==> config.mk <==
export PLATFORM = sky130hd
export DESIGN_NAME = hlt_timer_ctrl
export DESIGN_NICKNAME = d
export VERILOG_FILES = /design/src/hlt_pkg.sv /design/src/hlt_sync.sv /design/src/hlt_timer_ctrl.sv
export VERILOG_INCLUDE_DIRS = /design/src
export SDC_FILE = /design/constraint.sdc
export NUM_CORES = 1
export LEC_CHECK = 0
export BUFFER_PORTS_ARGS = -buffer_cell sky130_fd_sc_hd__buf_2
export CORE_ASPECT_RATIO = 0.8
export CORE_UTILIZATION = 45
export CTS_BUF_LIST = sky130_fd_sc_hd__clkbuf_4 sky130_fd_sc_hd__clkbuf_8
export DETAILED_ROUTE_END_ITERATION = 7
export PLACE_DENSITY_LB_ADDON = 0.08
export SYNTH_ARGS = -nofsm -noshare
export SYNTH_HDL_FRONTEND = slang
export SYNTH_SLANG_ARGS = --single-unit
==> constraint.sdc <==
create_clock -name pclk -period 2.8 [get_ports pclk]
set_clock_uncertainty 0.15 [all_clocks]
set_input_delay 0.7 -clock pclk [delete_from_list [all_inputs] [get_ports pclk]]
set_output_delay 0.7 -clock pclk [all_outputs]
set_load 0.05 [all_outputs]
==> src/hlt_timer_map.svh <==
// Register offsets, reset values and fixed codes of the limit timer
`ifndef HLT_TIMER_MAP_SVH
`define HLT_TIMER_MAP_SVH
`define HLT_OFS_MAIN 8'h00
`define HLT_OFS_CLKSEL 8'h04
`define HLT_OFS_COUNT 8'h08
`define HLT_OFS_PERIOD 8'h0c
`define HLT_OFS_LIMIT 8'h10
`define HLT_OFS_EXT_RESET_SOURCE_SEL 8'h14
`define HLT_RST_MAIN 8'h00
`define HLT_RST_CLKSEL 4'h0
`define HLT_RST_COUNT 8'h00
`define HLT_RST_PERIOD 8'hff
`define HLT_RST_LIMIT 8'h00
`define HLT_RST_EXT_RESET_SOURCE_SEL 4'h0
`define HLT_CS_INSTR 4'h0
`define HLT_CS_FIRST_RSVD 4'hd
`define HLT_EXT_RESET_SOURCE_SEL_RSVD 4'hf
`define HLT_PRE_ONE 7'h01
`endif

==> src/hlt_pkg.sv <==
// Types shared by the limit timer control logic
package hlt_pkg;

typedef struct packed {
    logic on;
    logic [2:0] prescale_select;
    logic [3:0] postscale_select;
} hlt_main_s;

typedef struct packed {
    logic prescaler_sync_enable;
    logic input_clock_polarity;
    logic enable_sync_to_timer_clock;
    logic [4:0] mode;
} hlt_limit_s;

typedef enum logic [4:0] {
    HLT_MODE_FREE = 5'h00,
    HLT_MODE_EDGE_RISE = 5'h11,
    HLT_MODE_EDGE_FALL = 5'h12,
    HLT_MODE_EDGE_BOTH = 5'h13,
    HLT_MODE_LVL_LOW = 5'h16,
    HLT_MODE_LVL_HIGH = 5'h17
} hlt_mode_e;

typedef enum logic [1:0] {
    HLT_IDLE = 2'b00,
    HLT_RUN = 2'b01,
    HLT_HELD = 2'b10
} hlt_run_e;

endpackage : hlt_pkg

==> src/hlt_sync.sv <==
// Two-stage synchroniser for a group of asynchronous levels
`timescale 1ns/10ps
`default_nettype none
module hlt_sync #(
    parameter int WIDTH = 1
) (
    input wire logic pclk,
    input wire logic presetn,
    input wire logic [WIDTH-1:0] async_in,
    output logic [WIDTH-1:0] sync_out
);

generate
    if (WIDTH < 1)
    begin : g_bad_width
        $error("hlt_sync width must be at least one");
    end
endgenerate

logic [WIDTH-1:0] meta_q;
logic [WIDTH-1:0] meta_d;
logic [WIDTH-1:0] stable_q;
logic [WIDTH-1:0] stable_d;

// First stage feeds only the second stage
always_comb
begin
    meta_d = async_in;
    stable_d = meta_q;
end

always_ff @(posedge pclk or negedge presetn)
begin
    if (!presetn)
    begin
        meta_q <= '0;
        stable_q <= '0;
    end
    else
    begin
        meta_q <= meta_d;
        stable_q <= stable_d;
    end
end

assign sync_out = stable_q;

endmodule : hlt_sync
`default_nettype wire

==> src/hlt_timer_ctrl.sv <==
// Control and count logic of the 8-bit period timer with hardware limit
//
// What this block does
// - Prescaler output goes through a two-stage sync when prescaler sync set
// - With prescaler sync, count reads always return a coherent value
// - With prescaler sync set, the timer does not advance during sleep
// - Polarity bit picks falling (1) or rising (0) input clock edge
// - Enable-sync bit resynchronises the on bit to the timer clock
// - With enable sync, counting starts two timer clocks after on is set
// - Five-bit mode field in limit register bits 4 to 0
// - By default count runs while on is 1 and holds its value when 0
// - When count equals period, the next timer clock clears the count
// - Four-bit reset source selector in bits 3..0, upper bits read zero
// - Selector maps pin, comparators, captures, siblings, zero-cross, cells, PWM
// - Limit and reset-select bits are read/write and reset to zero
// - Clearing on resets prescaler, postscaler and state; count is kept unless a level mode sees its reset level
// - Prescale field divides the input clock by 1 up to 128
`timescale 1ns/10ps
`default_nettype none
`include "hlt_timer_map.svh"
module hlt_timer_ctrl
    import hlt_pkg::*;
#(
    parameter int ADDR_W = 8,
    parameter int OWN_EXT_RESET_SOURCE_SEL_CODE = 5
) (
    input wire logic pclk,
    input wire logic presetn,
    input wire logic psel,
    input wire logic penable,
    input wire logic pwrite,
    input wire logic [ADDR_W-1:0] paddr,
    input wire logic [31:0] pwdata,
    output logic [31:0] prdata,
    output logic pready,
    output logic pslverr,
    input wire logic cpu_sleep,
    input wire logic [15:0] clock_sources,
    input wire logic [15:0] ext_reset_sources,
    output logic period_match_out,
    output logic postscaled_out
);

generate
    if (ADDR_W < 8 || OWN_EXT_RESET_SOURCE_SEL_CODE < 5 || OWN_EXT_RESET_SOURCE_SEL_CODE > 7)
    begin : g_bad_param
        $error("hlt_timer_ctrl parameters out of range");
    end
endgenerate

// ============================================================
// Input synchronisers
// ============================================================
logic [15:0] clk_src_s;
logic [15:0] ext_src_s;

hlt_sync #(.WIDTH(16)) u_sync_clk (
    .pclk(pclk),
    .presetn(presetn),
    .async_in(clock_sources),
    .sync_out(clk_src_s)
);

hlt_sync #(.WIDTH(16)) u_sync_ext (
    .pclk(pclk),
    .presetn(presetn),
    .async_in(ext_reset_sources),
    .sync_out(ext_src_s)
);

// ============================================================
// APB slave and registers
// ============================================================
hlt_main_s main_q, main_d;
hlt_limit_s limit_q, limit_d;
logic [3:0] clksel_q, clksel_d;
logic [3:0] ext_reset_source_sel_q, ext_reset_source_sel_d;
logic [7:0] period_q, period_d;
logic [7:0] count_q, count_d;
logic [31:0] prdata_q, prdata_d;
logic pready_q, pready_d;
logic pslverr_q, pslverr_d;
logic [7:0] addr8;
logic hit;
logic wr;
logic hw_off;

assign addr8 = paddr[7:0];
assign hit = (addr8 == `HLT_OFS_MAIN) || (addr8 == `HLT_OFS_CLKSEL) ||
             (addr8 == `HLT_OFS_COUNT) || (addr8 == `HLT_OFS_PERIOD) ||
             (addr8 == `HLT_OFS_LIMIT) || (addr8 == `HLT_OFS_EXT_RESET_SOURCE_SEL);
// Writes land only on the edge that completes the access
assign wr = psel && penable && pready_q && pwrite && hit;

always_comb
begin
    main_d = main_q;
    limit_d = limit_q;
    clksel_d = clksel_q;
    ext_reset_source_sel_d = ext_reset_source_sel_q;
    period_d = period_q;
    pready_d = psel && penable && !pready_q;
    pslverr_d = psel && penable && !pready_q && !hit;
    prdata_d = prdata_q;
    // Read data only moves on a read, so it holds through writes
    if (psel && penable && !pready_q && !pwrite)
    begin
        prdata_d = 32'h0000_0000;
        case (addr8)
            `HLT_OFS_MAIN: prdata_d[7:0] = main_q;
            `HLT_OFS_CLKSEL: prdata_d[3:0] = clksel_q;
            `HLT_OFS_COUNT: prdata_d[7:0] = count_q;
            `HLT_OFS_PERIOD: prdata_d[7:0] = period_q;
            `HLT_OFS_LIMIT: prdata_d[7:0] = limit_q;
            `HLT_OFS_EXT_RESET_SOURCE_SEL: prdata_d[3:0] = ext_reset_source_sel_q;
            default: prdata_d = 32'h0000_0000;
        endcase
    end
    if (wr)
    begin
        case (addr8)
            `HLT_OFS_MAIN: main_d = pwdata[7:0];
            `HLT_OFS_CLKSEL: clksel_d = pwdata[3:0];
            `HLT_OFS_PERIOD: period_d = pwdata[7:0];
            `HLT_OFS_LIMIT: limit_d = pwdata[7:0];
            `HLT_OFS_EXT_RESET_SOURCE_SEL: ext_reset_source_sel_d = pwdata[3:0];
            default: ;
        endcase
    end
    // One-shot end wins over a software write in the same cycle
    if (hw_off)
    begin
        main_d.on = 1'b0;
    end
end

always_ff @(posedge pclk or negedge presetn)
begin
    if (!presetn)
    begin
        main_q <= `HLT_RST_MAIN;
        limit_q <= `HLT_RST_LIMIT;
        clksel_q <= `HLT_RST_CLKSEL;
        ext_reset_source_sel_q <= `HLT_RST_EXT_RESET_SOURCE_SEL;
        period_q <= `HLT_RST_PERIOD;
        prdata_q <= 32'h0000_0000;
        pready_q <= 1'b0;
        pslverr_q <= 1'b0;
    end
    else
    begin
        main_q <= main_d;
        limit_q <= limit_d;
        clksel_q <= clksel_d;
        ext_reset_source_sel_q <= ext_reset_source_sel_d;
        period_q <= period_d;
        prdata_q <= prdata_d;
        pready_q <= pready_d;
        pslverr_q <= pslverr_d;
    end
end

assign prdata = prdata_q;
assign pready = pready_q;
assign pslverr = pslverr_q;

// ============================================================
// Clock edge, enable sync, prescaler, prescaler sync
// ============================================================
logic clk_sel;
logic clk_prev_q, clk_prev_d;
logic in_tick;
logic [1:0] en_sh_q, en_sh_d;
logic en_eff;
logic [6:0] pre_cnt_q, pre_cnt_d;
logic [6:0] pre_mask;
logic pre_pulse;
logic ps_meta_q, ps_meta_d;
logic ps_out_q, ps_out_d;
logic tmr_tick;

assign clk_sel = (clksel_q >= `HLT_CS_FIRST_RSVD) ? 1'b0 :
                 clk_src_s[clksel_q];
// Instruction clock source advances on every bus clock
assign in_tick = (clksel_q == `HLT_CS_INSTR) ? 1'b1 :
                 limit_q.input_clock_polarity ? (!clk_sel && clk_prev_q) :
                 (clk_sel && !clk_prev_q);
// Polarity is sampled live; changing it while on may cause a false edge
assign en_eff = limit_q.enable_sync_to_timer_clock ? en_sh_q[1] :
                main_q.on;
assign pre_mask = 7'((`HLT_PRE_ONE << main_q.prescale_select) - 1);
assign pre_pulse = in_tick && en_eff &&
                   ((pre_cnt_q & pre_mask) == pre_mask);
// Sync path delays ticks two cycles but keeps count updates coherent
assign tmr_tick = limit_q.prescaler_sync_enable ?
                  (ps_out_q && !cpu_sleep) : pre_pulse;

always_comb
begin
    clk_prev_d = clk_sel;
    en_sh_d = en_sh_q;
    if (in_tick)
    begin
        en_sh_d = {en_sh_q[0], main_q.on};
    end
    pre_cnt_d = pre_cnt_q;
    if (!en_eff)
    begin
        pre_cnt_d = 7'h00;
    end
    else if (pre_pulse)
    begin
        pre_cnt_d = 7'h00;
    end
    else if (in_tick)
    begin
        pre_cnt_d = pre_cnt_q + 7'h01;
    end
    ps_meta_d = pre_pulse;
    ps_out_d = ps_meta_q;
end

always_ff @(posedge pclk or negedge presetn)
begin
    if (!presetn)
    begin
        clk_prev_q <= 1'b0;
        en_sh_q <= 2'b00;
        pre_cnt_q <= 7'h00;
        ps_meta_q <= 1'b0;
        ps_out_q <= 1'b0;
    end
    else
    begin
        clk_prev_q <= clk_prev_d;
        en_sh_q <= en_sh_d;
        pre_cnt_q <= pre_cnt_d;
        ps_meta_q <= ps_meta_d;
        ps_out_q <= ps_out_d;
    end
end

// ============================================================
// Reset source, mode control, count and postscaler
// ============================================================
logic ext_sel;
logic ext_prev_q, ext_prev_d;
logic ext_rise;
logic ext_fall;
logic edge_hit;
logic lvl_reset;
logic is_edge_mode;
logic is_lvl_mode;
logic counting;
logic match_tick;
hlt_run_e run_q, run_d;
logic [3:0] post_cnt_q, post_cnt_d;
logic match_out_q, match_out_d;
logic post_out_q, post_out_d;

assign ext_sel = (ext_reset_source_sel_q == `HLT_EXT_RESET_SOURCE_SEL_RSVD ||
                  ext_reset_source_sel_q == 4'(OWN_EXT_RESET_SOURCE_SEL_CODE)) ? 1'b0 :
                 ext_src_s[ext_reset_source_sel_q];
assign ext_rise = ext_sel && !ext_prev_q;
assign ext_fall = !ext_sel && ext_prev_q;
assign is_edge_mode = (limit_q.mode == HLT_MODE_EDGE_RISE) ||
                      (limit_q.mode == HLT_MODE_EDGE_FALL) ||
                      (limit_q.mode == HLT_MODE_EDGE_BOTH);
assign is_lvl_mode = (limit_q.mode == HLT_MODE_LVL_LOW) ||
                     (limit_q.mode == HLT_MODE_LVL_HIGH);
assign edge_hit = (limit_q.mode == HLT_MODE_EDGE_RISE) ? ext_rise :
                  (limit_q.mode == HLT_MODE_EDGE_FALL) ? ext_fall :
                  (ext_rise || ext_fall);
assign lvl_reset = (limit_q.mode == HLT_MODE_LVL_HIGH) ? ext_sel :
                   !ext_sel;
assign counting = is_edge_mode ? (run_q == HLT_RUN) :
                  is_lvl_mode ? (en_eff && !lvl_reset) :
                  en_eff;
assign match_tick = tmr_tick && counting && (count_q == period_q);
assign hw_off = is_lvl_mode && match_tick;

always_comb
begin
    ext_prev_d = ext_sel;
    run_d = run_q;
    case (run_q)
        HLT_IDLE:
        begin
            if (is_edge_mode && en_eff && edge_hit)
            begin
                run_d = HLT_RUN;
            end
            else if (is_lvl_mode && lvl_reset)
            begin
                run_d = HLT_HELD;
            end
        end
        HLT_RUN:
        begin
            if (match_tick || !is_edge_mode)
            begin
                run_d = HLT_IDLE;
            end
        end
        HLT_HELD:
        begin
            if (!is_lvl_mode || !lvl_reset)
            begin
                run_d = HLT_IDLE;
            end
        end
        default: run_d = HLT_IDLE;
    endcase
    if (!main_q.on)
    begin
        run_d = HLT_IDLE;
    end
    count_d = count_q;
    if (wr && addr8 == `HLT_OFS_COUNT)
    begin
        count_d = pwdata[7:0];
    end
    else if (is_lvl_mode && lvl_reset)
    begin
        count_d = 8'h00;
    end
    else if (match_tick)
    begin
        count_d = 8'h00;
    end
    else if (tmr_tick && counting)
    begin
        count_d = count_q + 8'h01;
    end
    post_cnt_d = post_cnt_q;
    post_out_d = 1'b0;
    match_out_d = match_tick;
    if (!main_q.on)
    begin
        post_cnt_d = 4'h0;
    end
    else if (match_tick)
    begin
        if (post_cnt_q == main_q.postscale_select)
        begin
            post_cnt_d = 4'h0;
            post_out_d = 1'b1;
        end
        else
        begin
            post_cnt_d = post_cnt_q + 4'h1;
        end
    end
end

always_ff @(posedge pclk or negedge presetn)
begin
    if (!presetn)
    begin
        ext_prev_q <= 1'b0;
        run_q <= HLT_IDLE;
        count_q <= `HLT_RST_COUNT;
        post_cnt_q <= 4'h0;
        match_out_q <= 1'b0;
        post_out_q <= 1'b0;
    end
    else
    begin
        ext_prev_q <= ext_prev_d;
        run_q <= run_d;
        count_q <= count_d;
        post_cnt_q <= post_cnt_d;
        match_out_q <= match_out_d;
        post_out_q <= post_out_d;
    end
end

assign period_match_out = match_out_q;
assign postscaled_out = post_out_q;

endmodule : hlt_timer_ctrl
`default_nettype wire

Word-level counts from Yosys, hierarchy flattened
Cells that the tools add are included.
{ "totals": {"reg_bits": 135, "in_bits": 78, "output_inout_bits": 36, "elab_cells": 156} }
{ "op_classes": {"addsub": 4, "order_cmp": 3, "n_eq_ne": 22, "shifts": 1, "n_mux": 39, "n_bitwise": 1, "reduce_logical": 58} }
{ "ops": {"columns": ["operator", "n"], "rows": [
  ["2-to-1 mux 8 bit", 6],
  ["== test 5 bit (second input constant)", 5],
  ["case mux 4 bit (6 select lines)", 1],
  ["logical AND 1 bit", 22],
  ["2-to-1 mux 7 bit", 3],
  ["2-to-1 mux 1 bit", 17],
  ["== test 8 x 4 -> 1 bit (second input constant)", 2],
  ["== test 8 x 5 -> 1 bit (second input constant)", 2],
  ["case mux 4 bit (4 select lines)", 1],
  ["logical OR 1 bit", 12],
  ["2-to-1 mux 4 bit", 3],
  ["AND reduction 2 bit", 6],
  ["zero test 1 bit", 11],
  ["less-than comparator 4 x 5 -> 1 bit (second input constant)", 2],
  ["2-to-1 mux 2 bit", 5],
  ["adder 8 x 1 -> 8 bit (second input constant)", 1],
  ["binary-select mux 1 bit (select 4 bit)", 2],
  ["== test 8 x 3 -> 1 bit (second input constant)", 1],
  ["== test 8 bit", 1],
  ["zero test 8 bit", 1],
  ["adder 7 x 1 -> 7 bit (second input constant)", 1],
  ["bitwise AND 7 bit", 1],
  ["== test 7 bit", 1],
  ["<< shifter 1 x 3 -> 7 bit (first input constant)", 1],
  ["other kinds (18)", 20]
]} }

Logic depth before layout (Yosys ltp)
{ "logic_depth": {"depth_word": 16, "depth_mapped": 13} }

Modules after synthesis
A second synthesis with hierarchy kept.
{ "unflattened": {"hier_cells": 512, "area_unflattened_um2": 6009.5} }
{ "modules_own_cells": {"columns": ["mod", "instances", "cells_each", "area_per_inst_um2", "seq_area_each_um2"], "rows": [
  ["hlt_timer_ctrl", 1, 448, 4408.0, 1786.7],
  ["hlt_sync", 2, 32, 800.8, 800.8]
]} }

Worst setup path before layout
OpenSTA, ideal clock, no wires.
{ "synth_path": {"path_kind": "flip-flop to flip-flop", "startpoint": "register main_q[4] (netlist bit)", "endpoint": "register count_q[1]", "arrival_time_ns": 2.775, "setup_slack_ns": -0.252, "stages_incl_launch_ff": 12, "cell_sequence": "dfrtp_1 clkbuf_1 or3_1 ha_1 nor2_1 a31oi_1 o221ai_1 o41ai_2 o311ai_2 buf_2 a32o_1 mux2_1"} }
{ "synth_via": {"elab_chain_len": 11, "elab_cells_between_ends": 12} }
{ "synth_lines": {"columns": ["item", "line", "rtl"], "rows": [
  ["start, declared", "hlt_timer_ctrl.sv:74", "hlt_main_s main_q, main_d;"],
  ["start signal, assigned", "hlt_timer_ctrl.sv:141", "main_q <= `HLT_RST_MAIN;"],
  ["start signal, assigned", "hlt_timer_ctrl.sv:152", "main_q <= main_d;"],
  ["<< shifter 1 x 3 -> 7 bit (no line) *", null, null],
  ["subtractor 7 x 1 -> 7 bit *", "hlt_timer_ctrl.sv:191", "assign pre_mask = 7'((`HLT_PRE_ONE << main_q.prescale_select) - 1);"],
  ["bitwise AND 7 bit", "hlt_timer_ctrl.sv:193", "((pre_cnt_q & pre_mask) == pre_mask);"],
  ["== test 7 bit *", "hlt_timer_ctrl.sv:193", null],
  ["logical AND 1 bit *", "hlt_timer_ctrl.sv:192", "assign pre_pulse = in_tick && en_eff &&"],
  ["2-to-1 mux 1 bit *", "hlt_timer_ctrl.sv:195", "assign tmr_tick = limit_q.prescaler_sync_enable ?"],
  ["logical AND 1 bit *", "hlt_timer_ctrl.sv:279, hlt_timer_ctrl.sv:331", null],
  ["logical AND 1 bit", "hlt_timer_ctrl.sv:279", "assign match_tick = tmr_tick && counting && (count_q == period_q);"],
  ["2-to-1 mux 8 bit", "hlt_timer_ctrl.sv:327", "else if (match_tick)"],
  ["2-to-1 mux 8 bit", "hlt_timer_ctrl.sv:323", "else if (is_lvl_mode && lvl_reset)"],
  ["2-to-1 mux 8 bit", "hlt_timer_ctrl.sv:319", "if (wr && addr8 == `HLT_OFS_COUNT)"],
  ["end signal, assigned", "hlt_timer_ctrl.sv:362", "count_q <= `HLT_RST_COUNT;"],
  ["end signal, assigned", "hlt_timer_ctrl.sv:371", "count_q <= count_d;"],
  ["end, declared", "hlt_timer_ctrl.sv:79", "logic [7:0] count_q, count_d;"]
]} }
Mark *: on every way between the ends. The rest lies on a longest branch, timed or not.
A chain may end at the register's enable or synchronous reset.

Worst setup path in the final report
{ "layout_path": {"startpoint": "register main_q[4] (netlist bit)", "endpoint": "register post_cnt_q[1]"} }
{ "layout_via": {"elab_chain_len": 9} }
{ "layout_lines": {"columns": ["item", "line", "rtl"], "rows": [
  ["<< shifter 1 x 3 -> 7 bit (no line) *", null, null],
  ["subtractor 7 x 1 -> 7 bit *", "hlt_timer_ctrl.sv:191", null],
  ["bitwise AND 7 bit", "hlt_timer_ctrl.sv:193", null],
  ["== test 7 bit *", "hlt_timer_ctrl.sv:193", null],
  ["logical AND 1 bit *", "hlt_timer_ctrl.sv:192", null],
  ["2-to-1 mux 1 bit *", "hlt_timer_ctrl.sv:195", null],
  ["logical AND 1 bit * (2 in a row)", "hlt_timer_ctrl.sv:279", null],
  ["inequality test 2 x 1 -> 1 bit (no line) *", null, null],
  ["end signal, assigned", "hlt_timer_ctrl.sv:372", "post_cnt_q <= post_cnt_d;"],
  ["end, declared", "hlt_timer_ctrl.sv:257", "logic [3:0] post_cnt_q, post_cnt_d;"]
]} }
Marked as above.

==> results.py <==
metrics = {
    "clocking": {
        "cts_buffers": 17,
        "worstSkewPairLatency_ns": 0.44,
        "clkTransAtPathRegs_ns": 0.09,
        "cts_tree": "yes",
        "cts.path.max_buffers": 2,
        "clock_sinks": 125,
        "cts_max_level": 4,
        "cts-root-buf": "clkbuf_8",
        "cts_hold_buf": 0,
    },
    "worst_setup_path": {
        "path_class": "reg2reg",
        "cpLargestDelayFamily": "simple AND/OR/NAND/NOR gates",
        "slowest_delay_ns": 0.48,
        "worstPathArrival_ns": 3.23,
        "cp_num_buf_inv": 2,
        "crit_path_start_kind": "register",
        "r2r_slack_ns": -0.21,
        "cp_data_required_time_ns": 3.02,
        "path_max_fanout": 5,
        "cp_slowest_cell": "or4b_4",
        "endpoint_kind": "register",
        "path_cells": "or3_4, ha_4, nor2_2, a31oi_2, o221ai_2, o41ai_2, buf_4, o311ai_4, buf_6, or4b_4, a21oi_2",
    },
    "synthesis": {
        "synth_compound_area_frac": 0.113,
        "synth_cell_type_count": 66,
        "synthAdderAreaFrac": 0.0131,
        "synth-async-reset-ratio": 1.00,
        "synth_area_um2": 5720,
        "synth_edf_count": 0,
        "yosysSeqAreaShare": 0.549,
        "synth_top_cell_by_area": "dfrtp_1",
        "synth.avg_cell_area_um2": 12.0,
        "synthCells": 475,
        "muxShareOfSynthArea": 0.116,
        "synth-main-ff-cell": "dfrtp_1",
        "ys_ff_latch": 125,
        "synth_xor_area_frac": 0.0230,
        "synth_top_family_by_area": "simple AND/OR/NAND/NOR gates",
        "yosys.area_share.simple": 0.131,
        "yosysWarnings": 0,
        "synth_area_leaders": "dfrtp_1 51%, mux2_2 6.7%, dfstp_2 3.7%",
        "yosysTopAreaCellShare": 0.512,
    },
    "timing": {
        "rsz0062_at_grt": "true",
        "setup_violations": 14,
        "setup_tns_ns": -1.87,
        "tightest_slew_ns": 0.629,
        "hold_viol": 0,
        "finalCritPeriodShare": 1.08,
        "fmax_ghz": 0.332,
        "fin_crit_ns": 3.01,
        "maxSlewViolCount": 0,
        "finalWorstSetupSlack_ns": -0.212,
        "relSlewSlack": 0.580,
    },
    "place": {
        "dp_cells": 727,
        "hpwl_um": 9280,
        "place_area_um2": 6400,
        "gp_congestion": 0.818,
        "portBuffers": 60,
    },
    "global_routing": {
        "antenna_found_initial": 0,
        "grt_start_max_net_pins": 46,
        "grt_pass1_vias": 4012,
        "grt_use_total": 0.211,
        "grt-ovfl-total": 0,
        "grt_pass1_wl_um": 20800,
    },
    "final_layout": {
        "nets": 666,
        "diodes": 0,
        "multi_input_area_um2": 2460,
        "drive_gt1_frac": 0.368,
        "synthToLayoutAreaGrowth_pct": 22.4,
        "final_area_um2": 7000,
        "fill_cells": 1077,
        "seqCellArea_um2": 3140,
        "stdcell_count": 766,
        "utilization": 0.569,
    },
    "die": {
        "fp.coreArea_um2": 12300,
        "std_cell_rows": 36,
        "chipWidth_um": 128,
        "ios": 114,
        "chipHeight_um": 103,
        "start_util": 0.465,
        "dieArea_um2": 13200,
    },
    "power": {
        "peakVddDrop_v": 0.000356,
        "leakage_nw": 3.23,
        "p_per_area_nw_per_um2": 538,
    },
    "drt": {
        "wl_per_cell_um": 16.7,
        "drt_wl_total_um": 12800,
        "via_per_inst": 5.42,
        "vias": 4149,
        "first_pass_iters": 7,
        "drc_errors": 0,
        "drt_iter0_drc": 378,
        "detail-route-antenna-nets": 0,
    },
    "run_status": {
        "status": "complete, but fails checks",
        "violations": "setup timing",
    },
    "run": {
        "maxCapViolCount": 0,
    },
    "min_path": {
        "hold_class": "in2async",
    },
}
[cell families after synthesis]
| group | after synthesis |
|---|---|
| adder cells (fa/ha/maj) | 6 |
| AND/OR/NAND/NOR | 134 |
| AO/OA/AOI/OAI | 83 |
| XOR/XNOR | 15 |
| other | 1 |
| multiplexers | 57 |
| flip-flops | 125 |
| buffers and inverters | 54 |
[placed cells by master, fill, tap and decap left out, drive strengths merged, types with 4 or more instances in the layout]
master	instances
dfstp	8
ha	6
nand3	8
a222oi	4
inv	25
dfrtp	117
nand3b	6
a32oi	7
conb	24
mux2i	18
nor2b	6
nor3	11
mux2	35
and2	4
nand2	33
xor2	14
mux4	4
o21ai	14
o311ai	4
nor3b	9
a21oi	13
nand2b	6
or3	4
o221ai	5
buf	106
and3	9
a22oi	6
clkbuf	17
a22o	4
nor2	20
nor4	7
o22ai	6
[per-layer routing]
layer / vias to the layer above / wire, um / global-route usage
met2: 122 / 5910 / 0.319
met3: 12 / 715 / 0.0503
met4: 0 / 125 / 0.0661
li1: 1906 / - / -
met1: 2109 / 6070 / 0.303
met5: - / 0 / 0
[synth_stat cells, drive strengths merged, types with 3 or more instances]
cell type,n
nor3b,9
mux2,35
o211ai,3
dfrtp,117
a22o,4
nand3,8
nand2b,6
o21ai,14
o22ai,6
buf,32
nor3,11
a222oi,4
or2,3
nor2,20
dfstp,8
and3,9
a32oi,7
nand2,33
nor4,7
a22oi,6
ha,6
nor2b,6
clkbuf,9
nand3b,6
mux4,4
inv,13
mux2i,18
or3,4
o221ai,5
and2,4
xor2,14
a21oi,13
o311ai,4
[cell type report]
| class | instances | share of cell area |
|---|---|---|
| flip-flops and latches | 125 | 0.449 |
| multi-input cells | 319 | 0.352 |
| repair buffers | 106 | 0.101 |
| clock buffers | 17 | 0.0334 |
| well taps | 171 | 0.0306 |
| clock inverters | 15 | 0.0270 |
| inverters | 13 | 0.00697 |
[what timing repair did]
item                                    CTS  global route
pin swaps                                 0            11
gates resized for setup                   6            18
endpoints found under the hold margin     0             0
gates cloned                              1             0
endpoints found under the setup margin   13            14
setup buffers                             3             3
[sequential cells by signal, indices dropped and copies added (netlist names), 2 cells and up]
signal                  cells
clksel_q                    4
period_q                    8
run_q                       2
count_q                     8
ext_reset_source_sel_q      4
u_sync_ext.sync_out        14
limit_q                     8
u_sync_clk.meta_q          13
u_sync_ext.meta_q          14
u_sync_clk.sync_out        13
pre_cnt_q                   7
post_cnt_q                  4
main_q                      8
prdata                      8
en_sh_q                     2
[power breakdown]
part / leakage [nW] / total, mW / switching, mW / internal, mW
registers: 1.55 / 1.86 / 0.0152 / 1.85
logic: 1.47 / 0.219 / 0.162 / 0.0567
clock network: 0.218 / 1.68 / 0.835 / 0.845
total: 3.23 / 3.76 / 1.01 / 2.75
[per-stage QoR]
| stage | hold slack (ns) | power (mW) | worst slack [ns] |
|---|---|---|---|
| after floorplan | 0.181 | 2.04 | -0.117 |
| final | 0.117 | 3.76 | -0.212 |
| after detailed placement | 0.185 | 2.12 | -0.171 |
| after CTS | 0.122 | 3.80 | -0.125 |
| after global routing | 0.153 | 3.92 | -0.345 |
| after global placement | 0.183 | 2.11 | -0.0982 |
[worst paths after layout]
path | cells past startpoint | startpoint | end
max in group asynchronous | 2 | presetn | u_sync_ext.meta_q[13]
min reg2reg | 0 | u_sync_ext.meta_q[8] | u_sync_ext.sync_out[8]
min in group pclk | 0 | u_sync_ext.meta_q[8] | u_sync_ext.sync_out[8]
max reg2reg | 11 | main_q[4] | post_cnt_q[1]
max | 11 | main_q[4] | post_cnt_q[1]
min | 1 | presetn | prdata[1]
No activity file was read; power rests on OpenSTA's default activity.
